--- src/design/codec_pkg.sv ---
/*
 Shared constants, field layouts and carriers of the conditional-invert,
 master-transition line codec. Assumes one word-rate clock for both ends.
*/
package codec_pkg;

    // ==================================================================
    // Word layout
    localparam int CODE_W    = 20;   // Whole code word
    localparam int PAYLOAD_W = 16;   // w0..w15
    localparam int CTRL_W    = 14;   // Carried control bits
    localparam int CF_POS    = 16;   // c0 sits at this bit, c3 at 19
    localparam int MID_POS   = 7;    // w7 at bit 7, w8 at bit 8
    localparam int ACC_W     = 8;    // Running disparity accumulator
    localparam int DISP_W    = 6;    // Disparity of one word
    localparam int SCR_W     = 7;    // Scrambler state length

    // ==================================================================
    // Coding fields, written c0 c1 c2 c3 from left to right
    localparam logic [3:0] CF_DATA_F0 = 4'hd;  // 1101
    localparam logic [3:0] CF_DATA_F1 = 4'hb;  // 1011
    localparam logic [3:0] CF_CTRL_F0 = 4'h3;  // 0011
    localparam logic [3:0] CF_CTRL_F1 = 4'h5;  // 0101
    localparam logic [3:0] CF_IDLE_F0 = CF_CTRL_F0;
    localparam logic [3:0] CF_IDLE_F1 = CF_CTRL_F1;

    // ==================================================================
    // Payload constants, middle pair given as {w8,w7}
    localparam logic [1:0] MID_CTRL_TRUE = 2'h2;  // w7=0 w8=1
    localparam logic [1:0] MID_IDLE_A    = 2'h3;  // w7=1 w8=1
    localparam logic [1:0] MID_IDLE_B    = 2'h0;  // w7=0 w8=0
    localparam logic [6:0] IDLE_LOW      = 7'h7f; // w0..w6
    localparam logic [6:0] IDLE_HIGH     = 7'h00; // w9..w15

    // ==================================================================
    // Reset values
    localparam logic signed [ACC_W-1:0] ACC_RESET = 8'sh00;
    localparam logic [SCR_W-1:0]        SCR_RESET = 7'h00;

    // Host request for one word period
    typedef struct packed {
        logic [PAYLOAD_W-1:0] data;
        logic                 data_word_select;
        logic                 control_word_select;
        logic                 user_flag_in;
        logic                 user_flag_enable;
    } tx_req_t;

    // Receive indications for one decoded word
    typedef struct packed {
        logic data_word_detected;
        logic control_word_detected;
        logic word_error_flag;
        logic flag;
    } rx_ind_t;

    // Turns c0..c3 order into bit order of the word and back
    function automatic logic [3:0] cf_order(input logic [3:0] cf);
        cf_order = {cf[0], cf[1], cf[2], cf[3]};
    endfunction

endpackage

--- src/design/word_disparity.sv ---
/*
 Disparity of one code word, zeros minus ones, and its sign.
 Assumes a combinational path is acceptable at the word rate.
*/
`timescale 1ns/1ps

module word_disparity
    import codec_pkg::*;
#(
    parameter int W = CODE_W
) (
    input  wire logic [W-1:0]              word,
    output logic signed [DISP_W-1:0]       disp,
    output logic                           sign
);

    logic [DISP_W-1:0] ones;

    // Population count of the word
    always_comb begin
        ones = '0;
        for (int i = 0; i < W; i++) begin
            ones = ones + DISP_W'(word[i]);
        end
    end

    // Zeros minus ones; sign high when ones dominate
    assign disp = DISP_W'(W) - {ones[DISP_W-2:0], 1'b0};
    assign sign = disp[DISP_W-1];

endmodule // word_disparity

--- src/design/bit_scrambler.sv ---
/*
 Self-synchronising single-bit scrambler, polynomial x^7 + x^6 + 1.
 Assumes both link ends advance on the same kinds of words.
*/
`timescale 1ns/1ps

module bit_scrambler
    import codec_pkg::*;
(
    input  wire logic ref_clk,
    input  wire logic resetn,
    input  wire logic advance,
    input  wire logic descramble,
    input  wire logic bit_in,
    output logic      bit_out
);

    logic [SCR_W-1:0] state_q;
    logic [SCR_W-1:0] state_d;
    logic             line_bit;

    // Output mixes in two taps; the line bit feeds the history
    assign bit_out  = bit_in ^ state_q[SCR_W-1] ^ state_q[SCR_W-2];
    assign line_bit = descramble ? bit_in : bit_out;
    assign state_d  = {state_q[SCR_W-2:0], line_bit};

    // History of line bits
    always_ff @(posedge ref_clk or negedge resetn) begin
        if (!resetn) begin
            state_q <= SCR_RESET;
        end else if (advance) begin
            state_q <= state_d;
        end
    end

endmodule // bit_scrambler

--- src/design/invert_master_transition_codec.sv ---
/*
 Encoder and decoder of the 20-bit conditional-invert, master-transition
 line code, one word per ref_clk cycle on each side.
 Assumes host inputs and received words are synchronous to ref_clk and a
 serialiser outside sends tx_code_word from bit 0 upward.
*/
`timescale 1ns/1ps

module invert_master_transition_codec
    import codec_pkg::*;
(
    input  wire logic                 ref_clk,
    input  wire logic                 resetn,
    input  wire tx_req_t              tx_req,
    input  wire logic                 enhanced_simplex_enable,
    output logic [CODE_W-1:0]         tx_code_word,
    output logic                      running_disparity_sign,
    input  wire logic [CODE_W-1:0]    rx_code_word,
    output logic [PAYLOAD_W-1:0]      rx_data,
    output rx_ind_t                   rx_ind
);

    // ==================================================================
    // Transmit state
    logic signed [ACC_W-1:0]  acc_q;
    logic signed [ACC_W-1:0]  acc_d;
    logic                     odd_even_q;
    logic                     odd_even_d;
    logic [CODE_W-1:0]        tx_q;
    logic [CODE_W-1:0]        tx_true;
    logic [CODE_W-1:0]        tx_d;
    logic [PAYLOAD_W-1:0]     pay_true;
    logic [3:0]               cf_true;
    logic signed [DISP_W-1:0] disp_sent;
    logic                     word_sign;
    logic                     acc_sign;
    logic                     invert;
    logic                     flag_raw;
    logic                     flag_scr;
    logic                     flag_sent;
    logic                     w0_scr;
    logic                     w0_sent;
    logic                     w0_scr_on;
    logic                     esm;

    wire is_data = tx_req.data_word_select;
    wire is_ctrl = !tx_req.data_word_select && tx_req.control_word_select;
    wire is_idle = !tx_req.data_word_select && !tx_req.control_word_select;

    assign esm      = enhanced_simplex_enable;
    assign acc_sign = acc_q[ACC_W-1];

    // control and idle send flag 0 before scrambling
    assign flag_raw   = is_data ? (tx_req.user_flag_enable ? tx_req.user_flag_in : odd_even_q) : 1'b0;
    assign odd_even_d = (is_data && !tx_req.user_flag_enable) ? !odd_even_q : odd_even_q;

    // flag scrambled on the way out
    bit_scrambler u_flag_scr (
        .ref_clk    (ref_clk),
        .resetn     (resetn),
        .advance    (esm),
        .descramble (1'b0),
        .bit_in     (flag_raw),
        .bit_out    (flag_scr)
    );
    assign flag_sent = esm ? flag_scr : flag_raw;

    // w0 scrambled on data and control words
    assign w0_scr_on = esm && !is_idle;
    bit_scrambler u_w0_scr (
        .ref_clk    (ref_clk),
        .resetn     (resetn),
        .advance    (w0_scr_on),
        .descramble (1'b0),
        .bit_in     (tx_req.data[0]),
        .bit_out    (w0_scr)
    );
    assign w0_sent = w0_scr_on ? w0_scr : tx_req.data[0];

    // ==================================================================
    // Word field of the true form
    // data bits kept in place
    // control drops the top two bits
    // control bits split around the middle pair
    // middle pair forced in the true form
    // idle has rising edges only in the coding field
    assign pay_true = is_data ? {tx_req.data[PAYLOAD_W-1:1], w0_sent} :
                      is_ctrl ? {tx_req.data[CTRL_W-1:7], MID_CTRL_TRUE, tx_req.data[6:1], w0_sent} :
                      {IDLE_HIGH, (acc_sign ? MID_IDLE_B : MID_IDLE_A), IDLE_LOW};

    // c1 and c2 differ in every field
    assign cf_true = is_data ? (flag_sent ? CF_DATA_F1 : CF_DATA_F0) :
                     is_ctrl ? ((esm && flag_sent) ? CF_CTRL_F1 : CF_CTRL_F0) :
                     ((esm && flag_sent) ? CF_IDLE_F1 : CF_IDLE_F0);

    assign tx_true = {cf_order(cf_true), pay_true};

    word_disparity #(.W(CODE_W)) u_disp_true (
        .word (tx_true),
        .disp (),
        .sign (word_sign)
    );

    // invert when signs agree, never for idle
    // inverted control takes the full complement
    assign invert = !is_idle && (word_sign == acc_sign);
    assign tx_d   = invert ? ~tx_true : tx_true;

    word_disparity #(.W(CODE_W)) u_disp_sent (
        .word (tx_d),
        .disp (disp_sent),
        .sign ()
    );

    assign acc_d = acc_q + ACC_W'(disp_sent);

    // balanced at reset, updated each word
    always_ff @(posedge ref_clk or negedge resetn) begin
        if (!resetn) begin
            acc_q      <= ACC_RESET;
            odd_even_q <= 1'b0;
            tx_q       <= '0;
        end else begin
            acc_q      <= acc_d;
            odd_even_q <= odd_even_d;
            tx_q       <= tx_d;
        end
    end

    assign tx_code_word           = tx_q;
    assign running_disparity_sign = acc_sign;

    // ==================================================================
    // Receive classification
    logic [3:0]           rcf;
    logic [1:0]           rmid;
    logic                 r_data_t;
    logic                 r_data_i;
    logic                 r_ctrl_t;
    logic                 r_ctrl_i;
    logic                 r_idle;
    logic                 r_data;
    logic                 r_ctrl;
    logic                 r_err;
    logic                 r_inv;
    logic                 r_flag_line;
    logic                 r_flag_desc;
    logic                 r_flag;
    logic                 r_w0_on;
    logic                 r_w0_desc;
    logic                 r_w0;
    logic [PAYLOAD_W-1:0] r_pay;
    logic [PAYLOAD_W-1:0] rx_data_d;
    logic [PAYLOAD_W-1:0] rx_data_q;
    rx_ind_t              rx_ind_d;
    rx_ind_t              rx_ind_q;

    assign rcf  = cf_order(rx_code_word[CODE_W-1:CF_POS]);
    assign rmid = rx_code_word[MID_POS+1:MID_POS];

    // Field matches in both forms, idle in the true form only
    assign r_data_t = (rcf == CF_DATA_F0) || (rcf == CF_DATA_F1);
    assign r_data_i = (rcf == ~CF_DATA_F0) || (rcf == ~CF_DATA_F1);
    assign r_ctrl_t = ((rcf == CF_CTRL_F0) || (esm && rcf == CF_CTRL_F1)) && (rmid == MID_CTRL_TRUE);
    assign r_ctrl_i = ((rcf == ~CF_CTRL_F0) || (esm && rcf == ~CF_CTRL_F1)) && (rmid == ~MID_CTRL_TRUE);
    assign r_idle   = ((rcf == CF_IDLE_F0) || (esm && rcf == CF_IDLE_F1)) &&
                      ((rmid == MID_IDLE_A) || (rmid == MID_IDLE_B));

    // c1 equal c2 and every unmatched field are errors
    assign r_data = r_data_t || r_data_i;
    assign r_ctrl = r_ctrl_t || r_ctrl_i;
    assign r_err  = (rcf[2] == rcf[1]) || !(r_data || r_ctrl || r_idle);

    assign r_inv = r_data_i || r_ctrl_i;
    assign r_pay = r_inv ? ~rx_code_word[PAYLOAD_W-1:0] : rx_code_word[PAYLOAD_W-1:0];

    // Line flag as carried in the coding field
    assign r_flag_line = r_data ? ((rcf == CF_DATA_F1) || (rcf == ~CF_DATA_F1)) :
                         ((rcf == CF_CTRL_F1) || (rcf == ~CF_CTRL_F1));

    // flag descrambled on every good word
    bit_scrambler u_flag_desc (
        .ref_clk    (ref_clk),
        .resetn     (resetn),
        .advance    (esm && !r_err),
        .descramble (1'b1),
        .bit_in     (r_flag_line),
        .bit_out    (r_flag_desc)
    );
    assign r_flag = esm ? r_flag_desc : r_flag_line;

    // w0 descrambled on data and control words
    assign r_w0_on = esm && !r_err && (r_data || r_ctrl);
    bit_scrambler u_w0_desc (
        .ref_clk    (ref_clk),
        .resetn     (resetn),
        .advance    (r_w0_on),
        .descramble (1'b1),
        .bit_in     (r_pay[0]),
        .bit_out    (r_w0_desc)
    );
    assign r_w0 = r_w0_on ? r_w0_desc : r_pay[0];

    // control bits moved down to 0..13
    assign rx_data_d = (r_err || r_idle) ? '0 :
                       r_data ? {r_pay[PAYLOAD_W-1:1], r_w0} :
                       {2'h0, r_pay[PAYLOAD_W-1:MID_POS+2], r_pay[MID_POS-1:1], r_w0};

    // flag shown only for data words
    assign rx_ind_d.data_word_detected    = !r_err && r_data;
    assign rx_ind_d.control_word_detected = !r_err && r_ctrl;
    assign rx_ind_d.word_error_flag       = r_err;
    assign rx_ind_d.flag                  = !r_err && r_data && r_flag;

    // Registered receive outputs
    always_ff @(posedge ref_clk or negedge resetn) begin
        if (!resetn) begin
            rx_data_q <= '0;
            rx_ind_q  <= '0;
        end else begin
            rx_data_q <= rx_data_d;
            rx_ind_q  <= rx_ind_d;
        end
    end

    assign rx_data = rx_data_q;
    assign rx_ind  = rx_ind_q;

    // ==================================================================
    // Checks
    property p_idle_default;
        @(posedge ref_clk) disable iff (!resetn)
        (!tx_req.data_word_select && !tx_req.control_word_select) |=>
            (tx_q[6:0] == IDLE_LOW) && (tx_q[PAYLOAD_W-1:9] == IDLE_HIGH);
    endproperty
    a_idle_default: assert property (p_idle_default) else $error("idle word not sent");

    property p_master_edge;
        @(posedge ref_clk) disable iff (!resetn)
        $past(resetn) |-> (tx_q[CF_POS+1] != tx_q[CF_POS+2]);
    endproperty
    a_master_edge: assert property (p_master_edge) else $error("no master transition");

    property p_balance;
        @(posedge ref_clk) disable iff (!resetn)
        (acc_q <= 8'sh28) && (acc_q >= -8'sh28);
    endproperty
    a_balance: assert property (p_balance) else $error("disparity out of range");

    property p_data_carry;
        @(posedge ref_clk) disable iff (!resetn)
        (tx_req.data_word_select && !esm) |=>
            (tx_q[PAYLOAD_W-1:0] == $past(tx_req.data)) || (tx_q[PAYLOAD_W-1:0] == ~$past(tx_req.data));
    endproperty
    a_data_carry: assert property (p_data_carry) else $error("data bits moved");

    property p_flag_toggle;
        @(posedge ref_clk) disable iff (!resetn)
        (tx_req.data_word_select && !tx_req.user_flag_enable) |=> (odd_even_q != $past(odd_even_q));
    endproperty
    a_flag_toggle: assert property (p_flag_toggle) else $error("flag did not alternate");

    property p_ctrl_mid;
        @(posedge ref_clk) disable iff (!resetn)
        (!tx_req.data_word_select && tx_req.control_word_select) |=>
            (tx_q[MID_POS+1:MID_POS] == (tx_q[CF_POS] ? ~MID_CTRL_TRUE : MID_CTRL_TRUE));
    endproperty
    a_ctrl_mid: assert property (p_ctrl_mid) else $error("control middle pair wrong");

    property p_idle_variant;
        @(posedge ref_clk) disable iff (!resetn)
        (is_idle && !acc_sign) |=> (tx_q[MID_POS+1:MID_POS] == MID_IDLE_A);
    endproperty
    a_idle_variant: assert property (p_idle_variant) else $error("wrong idle variant");

    property p_rx_c1c2;
        @(posedge ref_clk) disable iff (!resetn)
        resetn && (rx_code_word[CF_POS+1] == rx_code_word[CF_POS+2]) |=> rx_ind_q.word_error_flag;
    endproperty
    a_rx_c1c2: assert property (p_rx_c1c2) else $error("c1 equal c2 not flagged");

    property p_rx_flag_data;
        @(posedge ref_clk) disable iff (!resetn)
        !rx_ind_q.data_word_detected |-> !rx_ind_q.flag;
    endproperty
    a_rx_flag_data: assert property (p_rx_flag_data) else $error("flag shown on non-data word");

    property p_rx_one_kind;
        @(posedge ref_clk) disable iff (!resetn)
        $past(resetn) |-> $onehot0({rx_ind_q.data_word_detected, rx_ind_q.control_word_detected,
                                    rx_ind_q.word_error_flag});
    endproperty
    a_rx_one_kind: assert property (p_rx_one_kind) else $error("more than one word kind");

endmodule // invert_master_transition_codec

--- config.mk ---
export PLATFORM = sky130hd
export DESIGN_NAME = invert_master_transition_codec
export DESIGN_NICKNAME = d
export VERILOG_FILES = /design/src/design/codec_pkg.sv /design/src/design/word_disparity.sv /design/src/design/bit_scrambler.sv /design/src/design/invert_master_transition_codec.sv
export SDC_FILE = /design/constraint.sdc
export NUM_CORES = 1
export LEC_CHECK = 0
export BUFFER_PORTS_ARGS = -buffer_cell sky130_fd_sc_hd__buf_4
export CORE_AREA = 3 3 95 97
export CTS_CLUSTER_DIAMETER = 120
export DETAILED_ROUTE_END_ITERATION = 16
export DIE_AREA = 0 0 98 100
export PLACE_DENSITY = 0.8
export SLEW_MARGIN = 10
export SYNTH_ARGS = -nofsm -noshare
export SYNTH_HDL_FRONTEND = slang
export SYNTH_SLANG_ARGS = --single-unit
--- constraint.sdc ---
create_clock -name ref_clk -period 13.5 [get_ports ref_clk]
set_input_delay 2.7 -clock ref_clk [delete_from_list [all_inputs] [get_ports ref_clk]]
set_output_delay 2.7 -clock ref_clk [all_outputs]
set_load 0.01 [all_outputs]
# == Yosys cells after proc, flatten, opt, wreduce, memory -nomap -nowiden ==
# Index checks and enable logic that the tools add are counted.
# classes
eq_ne,13
muxes,17
n_reduce_logical,38
n_addsub,41
bitwise,10
# op_table
operator,n
$add A5 B1 Y5,36
$mux W16,5
$mux W20,1
$not A20 Y20,1
$eq A4 B4 Y1 const B,4
$logic_and A1 B1 Y1,16
$not A16 Y16,1
$logic_or A1 B1 Y1,14
$sub A5 B6 Y6 const A,2
$add A8 B6 Y8,1
$eq A4 B2 Y1 const B,2
$eq A4 B3 Y1 const B,2
$xor A1 B1 Y1,8
$logic_not A1 Y1,7
$mux W1,7
$mux W3,2
$add A1 B1 Y2,2
$eq A2 B2 Y1 const B,2
$mux W4,1
$eq A1 B1 Y1,2
$eq A2 B1 Y1 const B,1
$logic_not A2 Y1,1
$mux W2,1
# word_totals
register_bits,77
wordCells,131
in_bits,43

# == Longest topological paths before layout ==
# logic_depth
depth_word,51
depth_mapped,46
mapped_depth_nobuf,45

# == By module ==
# A second synthesis with hierarchy kept.
# hier_totals
hier_cells,456
area_unflattened_um2,4994.8
# by_module_without_submodules
module,seq_area_each_um2,area_per_inst_um2,n_inst,cells_per_inst
invert_master_transition_codec,1226.2,2556.2,1,237
bit_scrambler,175.2,286.5,4,20
word_disparity (u_disp_sent),0.0,666.9,1,74
word_disparity (u_disp_true),0.0,625.6,1,65

# == Worst setup path after synthesis ==
# No wires, ideal clock.
# synth_path
path_type,input to register
startpoint,input tx_req[2] in the netlist's numbering
endpoint,register acc_q[7]
cell_stages,45
n_path_buf,3
path_slack_ns,-0.228
t_arrival_ns,13.648
setup_time_ns,0.080
path_cell_list,clkbuf_1 > or2_2 > clkbuf_1 > nand2b_1 > ha_1 > inv_1 > ha_1 > inv_1 > fa_1 > fa_1 > fa_1 > inv_1 > fa_1 > inv_1 > fa_1 > inv_1 > fa_1 > nor2b_1 > [... 9 more ...] > inv_1 > fa_1 > inv_1 > fa_1 > fa_1 > fa_1 > fa_1 > inv_1 > ha_1 > o21ai_0 > mux2_2 > xor2_1 > ha_1 > inv_1 > o21bai_1 > a21oi_1 > xor2_1 > xnor2_1
# synth_via
word_cells_on_any_way,53
# synth_rtl
item,line_no,text
"start, declared",invert_master_transition_codec.sv:14,"input wire tx_req_t tx_req,"
$logic_not A1 Y1,invert_master_transition_codec.sv:48,wire is_idle = !tx_req.data_word_select && !tx_req.control_word_select;
$logic_and A1 B1 Y1,invert_master_transition_codec.sv:48,
$logic_not A1 Y1,"invert_master_transition_codec.sv:69, invert_master_transition_codec.sv:106",
$logic_and A1 B1 Y1,invert_master_transition_codec.sv:69,assign w0_scr_on = esm && !is_idle;
$mux W1,invert_master_transition_codec.sv:78,assign w0_sent = w0_scr_on ? w0_scr : tx_req.data[0];
$mux W16,invert_master_transition_codec.sv:88,"is_ctrl ? {tx_req.data[CTRL_W-1:7], MID_CTRL_TRUE, tx_req.data[6:1], w0_sent} :"
$mux W16,invert_master_transition_codec.sv:87,"assign pay_true = is_data ? {tx_req.data[PAYLOAD_W-1:1], w0_sent} :"
$add A1 B1 Y2,word_disparity.sv:23,ones = ones + DISP_W'(word[i]);
[... 19 more ...],-,
$eq A1 B1 Y1,invert_master_transition_codec.sv:106,assign invert = !is_idle && (word_sign == acc_sign);
$logic_and A1 B1 Y1,invert_master_transition_codec.sv:106,
$mux W20 *,invert_master_transition_codec.sv:107,assign tx_d = invert ? ~tx_true : tx_true;
via tx_d[4],invert_master_transition_codec.sv:31,logic [CODE_W-1:0] tx_d;
$add A5 B1 Y5 * (16 in series),word_disparity.sv:23,
$sub A5 B6 Y6 *,word_disparity.sv:28,"assign disp = DISP_W'(W) - {ones[DISP_W-2:0], 1'b0};"
$add A8 B6 Y8 *,invert_master_transition_codec.sv:115,assign acc_d = acc_q + ACC_W'(disp_sent);
via acc_d[7],invert_master_transition_codec.sv:26,logic signed [ACC_W-1:0] acc_d;
"end signal, assigned",invert_master_transition_codec.sv:120,acc_q <= ACC_RESET;
"end signal, assigned",invert_master_transition_codec.sv:124,acc_q <= acc_d;
"end, declared",invert_master_transition_codec.sv:25,logic signed [ACC_W-1:0] acc_q;
# Mark *: on every way through the listed nets, which the timed path passes. The rest lies on a longest branch.
# A chain may end at the register's enable or synchronous reset.

# == Worst setup path after layout ==
# Ends and elaborated chain as after synthesis.

==> run metrics <==
Crit. path cell count=42; crit path from=tx_req[2]; largest fanout on the critical path=9; Reg clk slew, reported paths=0.08 ns; clk sink count=76; worst rel slew slack=38.8%; largest net degree at the start of global routing=77; area grow syn2layout=24.8%; Final ANT Viol Nets=0; hpwl dp=7.16 mm; drt initial violations=145; post-route setup slack=0.561 ns; Die Width=98 um; top-area cell type share of the netlist area=40.3%; floorplan row count=33; share of cells above drive strength 1=33.8%; Max Cap Viol=0; DR vias=3,233; # setup viols final=0; Synth Area per Inst=11.3 sq um; Root Driver=clkbuf_8; starting density of the core=57.4%; CTS tree=yes; Tot GR Track Use=19.9%; most frequent CP cell=fa_1; Yosys cell types=46; fin crit share=95.8%; syn nets=514; area leader, netlist=dfrtp_1; Critical-path top delay cell=fa_1; Tightest Pin Transition=0.918 ns; Avg WL per Cell=15.2 um; FF-to-FF Start=u_w0_scr.state_q[5]$_DFFE_PN0N_; drt total wl=9.56 mm; Port Buffers=83; post-synthesis sequential area ratio=40.3%; DP Worst Slack=-0.117 ns; I/O pins=84; crit start category=input port; WP data required=13.77 ns; Syn Inst Count=419; YS warnings=0; Die Y=100 um; Setup Skew=0.0104 ns; max-slew violation total from the final report=0; first-pass GRT wire length=15.5 mm; most frequent cells in the layout=buf_4, dfrtp_1, inv_1, xnor2_1; critical path capture point type=register; vias per cell=5.14; Initial DRT Pass Iterations=5; Crit Reg-Reg Endpoint=acc_q[7]$_DFF_PN0_; vias in the first global route=3,274; # nets final=614; Worst Reg-to-Reg Cells=43; R2R Setup Slk=2.34 ns; largest stage delay on the critical path=0.56 ns; ys flop type=dfrtp_1; worst min path class=reg -> reg; design area=5890 sq um; Buf/Inv on CP=11; Max Fclk=77.3 MHz; #FFs+latches synth=76; Core Region=8220 sq um; number of buffers on the longest clock path=2; Mapped Area=4720 sq um; Die Area=9800 sq um; ys async rst share=100%; drc violations=0; Clock Latency Late Sink=0.35 ns; Final min period=12.94 ns; Post-synth EDFFs=0; initial antenna violation count=0; Hold Violations, Final=0; RePlAce Congestion=0.844; H-tree Lvls=3; status=finished clean; ranking of synthesized cells by area=dfrtp_1, fa_1, ha_1, xnor2_1, mux2_2; critical path type=in -> reg; CTS Buf Count=9; number of antenna diodes=0; Worst path top cell family by delay=adder cells; GRT overflow=0; critical path arrival=13.21 ns; end of the critical path=acc_q[7]$_DFF_PN0_; leading cell type in the layout, fill and taps excluded=buf_4; Area after DPL=5530 sq um
[cell type report]
type,count,area [sq um]
fillers,577,2330
well taps,105,131
repair buffers,101,766
multi-input cells,294,2720
clock inverters,6,93.8
clock buffers,10,138
inverters,37,139
flip-flops and latches,76,1900
[through the flow]
step,hold slack (ns),std cells,setup TNS [ns],util [%]
after floorplan,0.442,419,0,-
after global placement,0.457,610,0,67.4
after detailed placement,0.472,610,-0.117,67.4
after CTS,0.490,626,0,70.2
after global routing,0.510,629,-0.0101,71.7
final,0.485,629,0,71.7
[kinds of logic after synthesis]
kind of cell | Yosys count | synth area share (%)
flip-flops | 76 | 40.3
multiplexers | 37 | 8.62
AND/OR/NAND/NOR | 101 | 11.1
AO/OA/AOI/OAI | 46 | 6.65
XOR/XNOR | 58 | 11.5
buffers and inverters | 49 | 4.22
adder cells (fa/ha/maj) | 52 | 17.6
[registers in the layout, summed over array words and instances, names as in the netlist]
signal               cells
u_w0_desc.state_q        7
tx_code_word            20
acc_q                    7
odd_even_q               1
u_w0_scr.state_q         7
rx_data                 16
u_flag_desc.state_q      7
rx_ind                   4
u_flag_scr.state_q       7
[cell usage after synthesis, types with 8 or more instances]
cell type,n
a21oi_1,16
dfrtp_1,76
fa_1,24
ha_1,28
inv_1,37
mux2_2,28
mux2i_1,8
nand2_1,27
nand2b_1,12
nor2_1,27
o21ai_0,10
xnor2_1,37
xor2_1,18
[repair_timing]
| item | 4_1_cts | 5_1_grt |
|---|---|---|
| gates resized for setup | 0 | 20 |
| buffers inserted | 0 | 3 |
| hold buffers | 0 | 0 |
| setup endpoints to repair | 0 | 2 |
[layer usage]
layer	wire length [um]	vias to the layer above	share of wire, %	global-route usage, %
met5	0	-	0	0
met4	85	0	0.89	4.69
met3	557	11	5.8	5.35
met2	4730	92	49	32.5
met1	4190	1578	44	26.9
li1	-	1552	-	-
[how the worst min path moves through the flow]
stage,slack (ns),cells past startpoint,to,start
global placement,0.46,1,odd_even_q$_DFFE_PN0P_,odd_even_q$_DFFE_PN0P_
finish,0.48,1,acc_q[1]$_DFF_PN0_,acc_q[1]$_DFF_PN0_
global route,0.51,1,odd_even_q$_DFFE_PN0P_,odd_even_q$_DFFE_PN0P_
floorplan,0.44,1,odd_even_q$_DFFE_PN0P_,odd_even_q$_DFFE_PN0P_
detailed placement,0.47,2,u_flag_desc.state_q[0]$_DFFE_PN0P_,u_flag_desc.state_q[0]$_DFFE_PN0P_
CTS,0.49,1,odd_even_q$_DFFE_PN0P_,odd_even_q$_DFFE_PN0P_
Power is left out: the tool's default activity adds up to more than one toggle a clock period on the data nets, which glitch-free logic cannot reach.
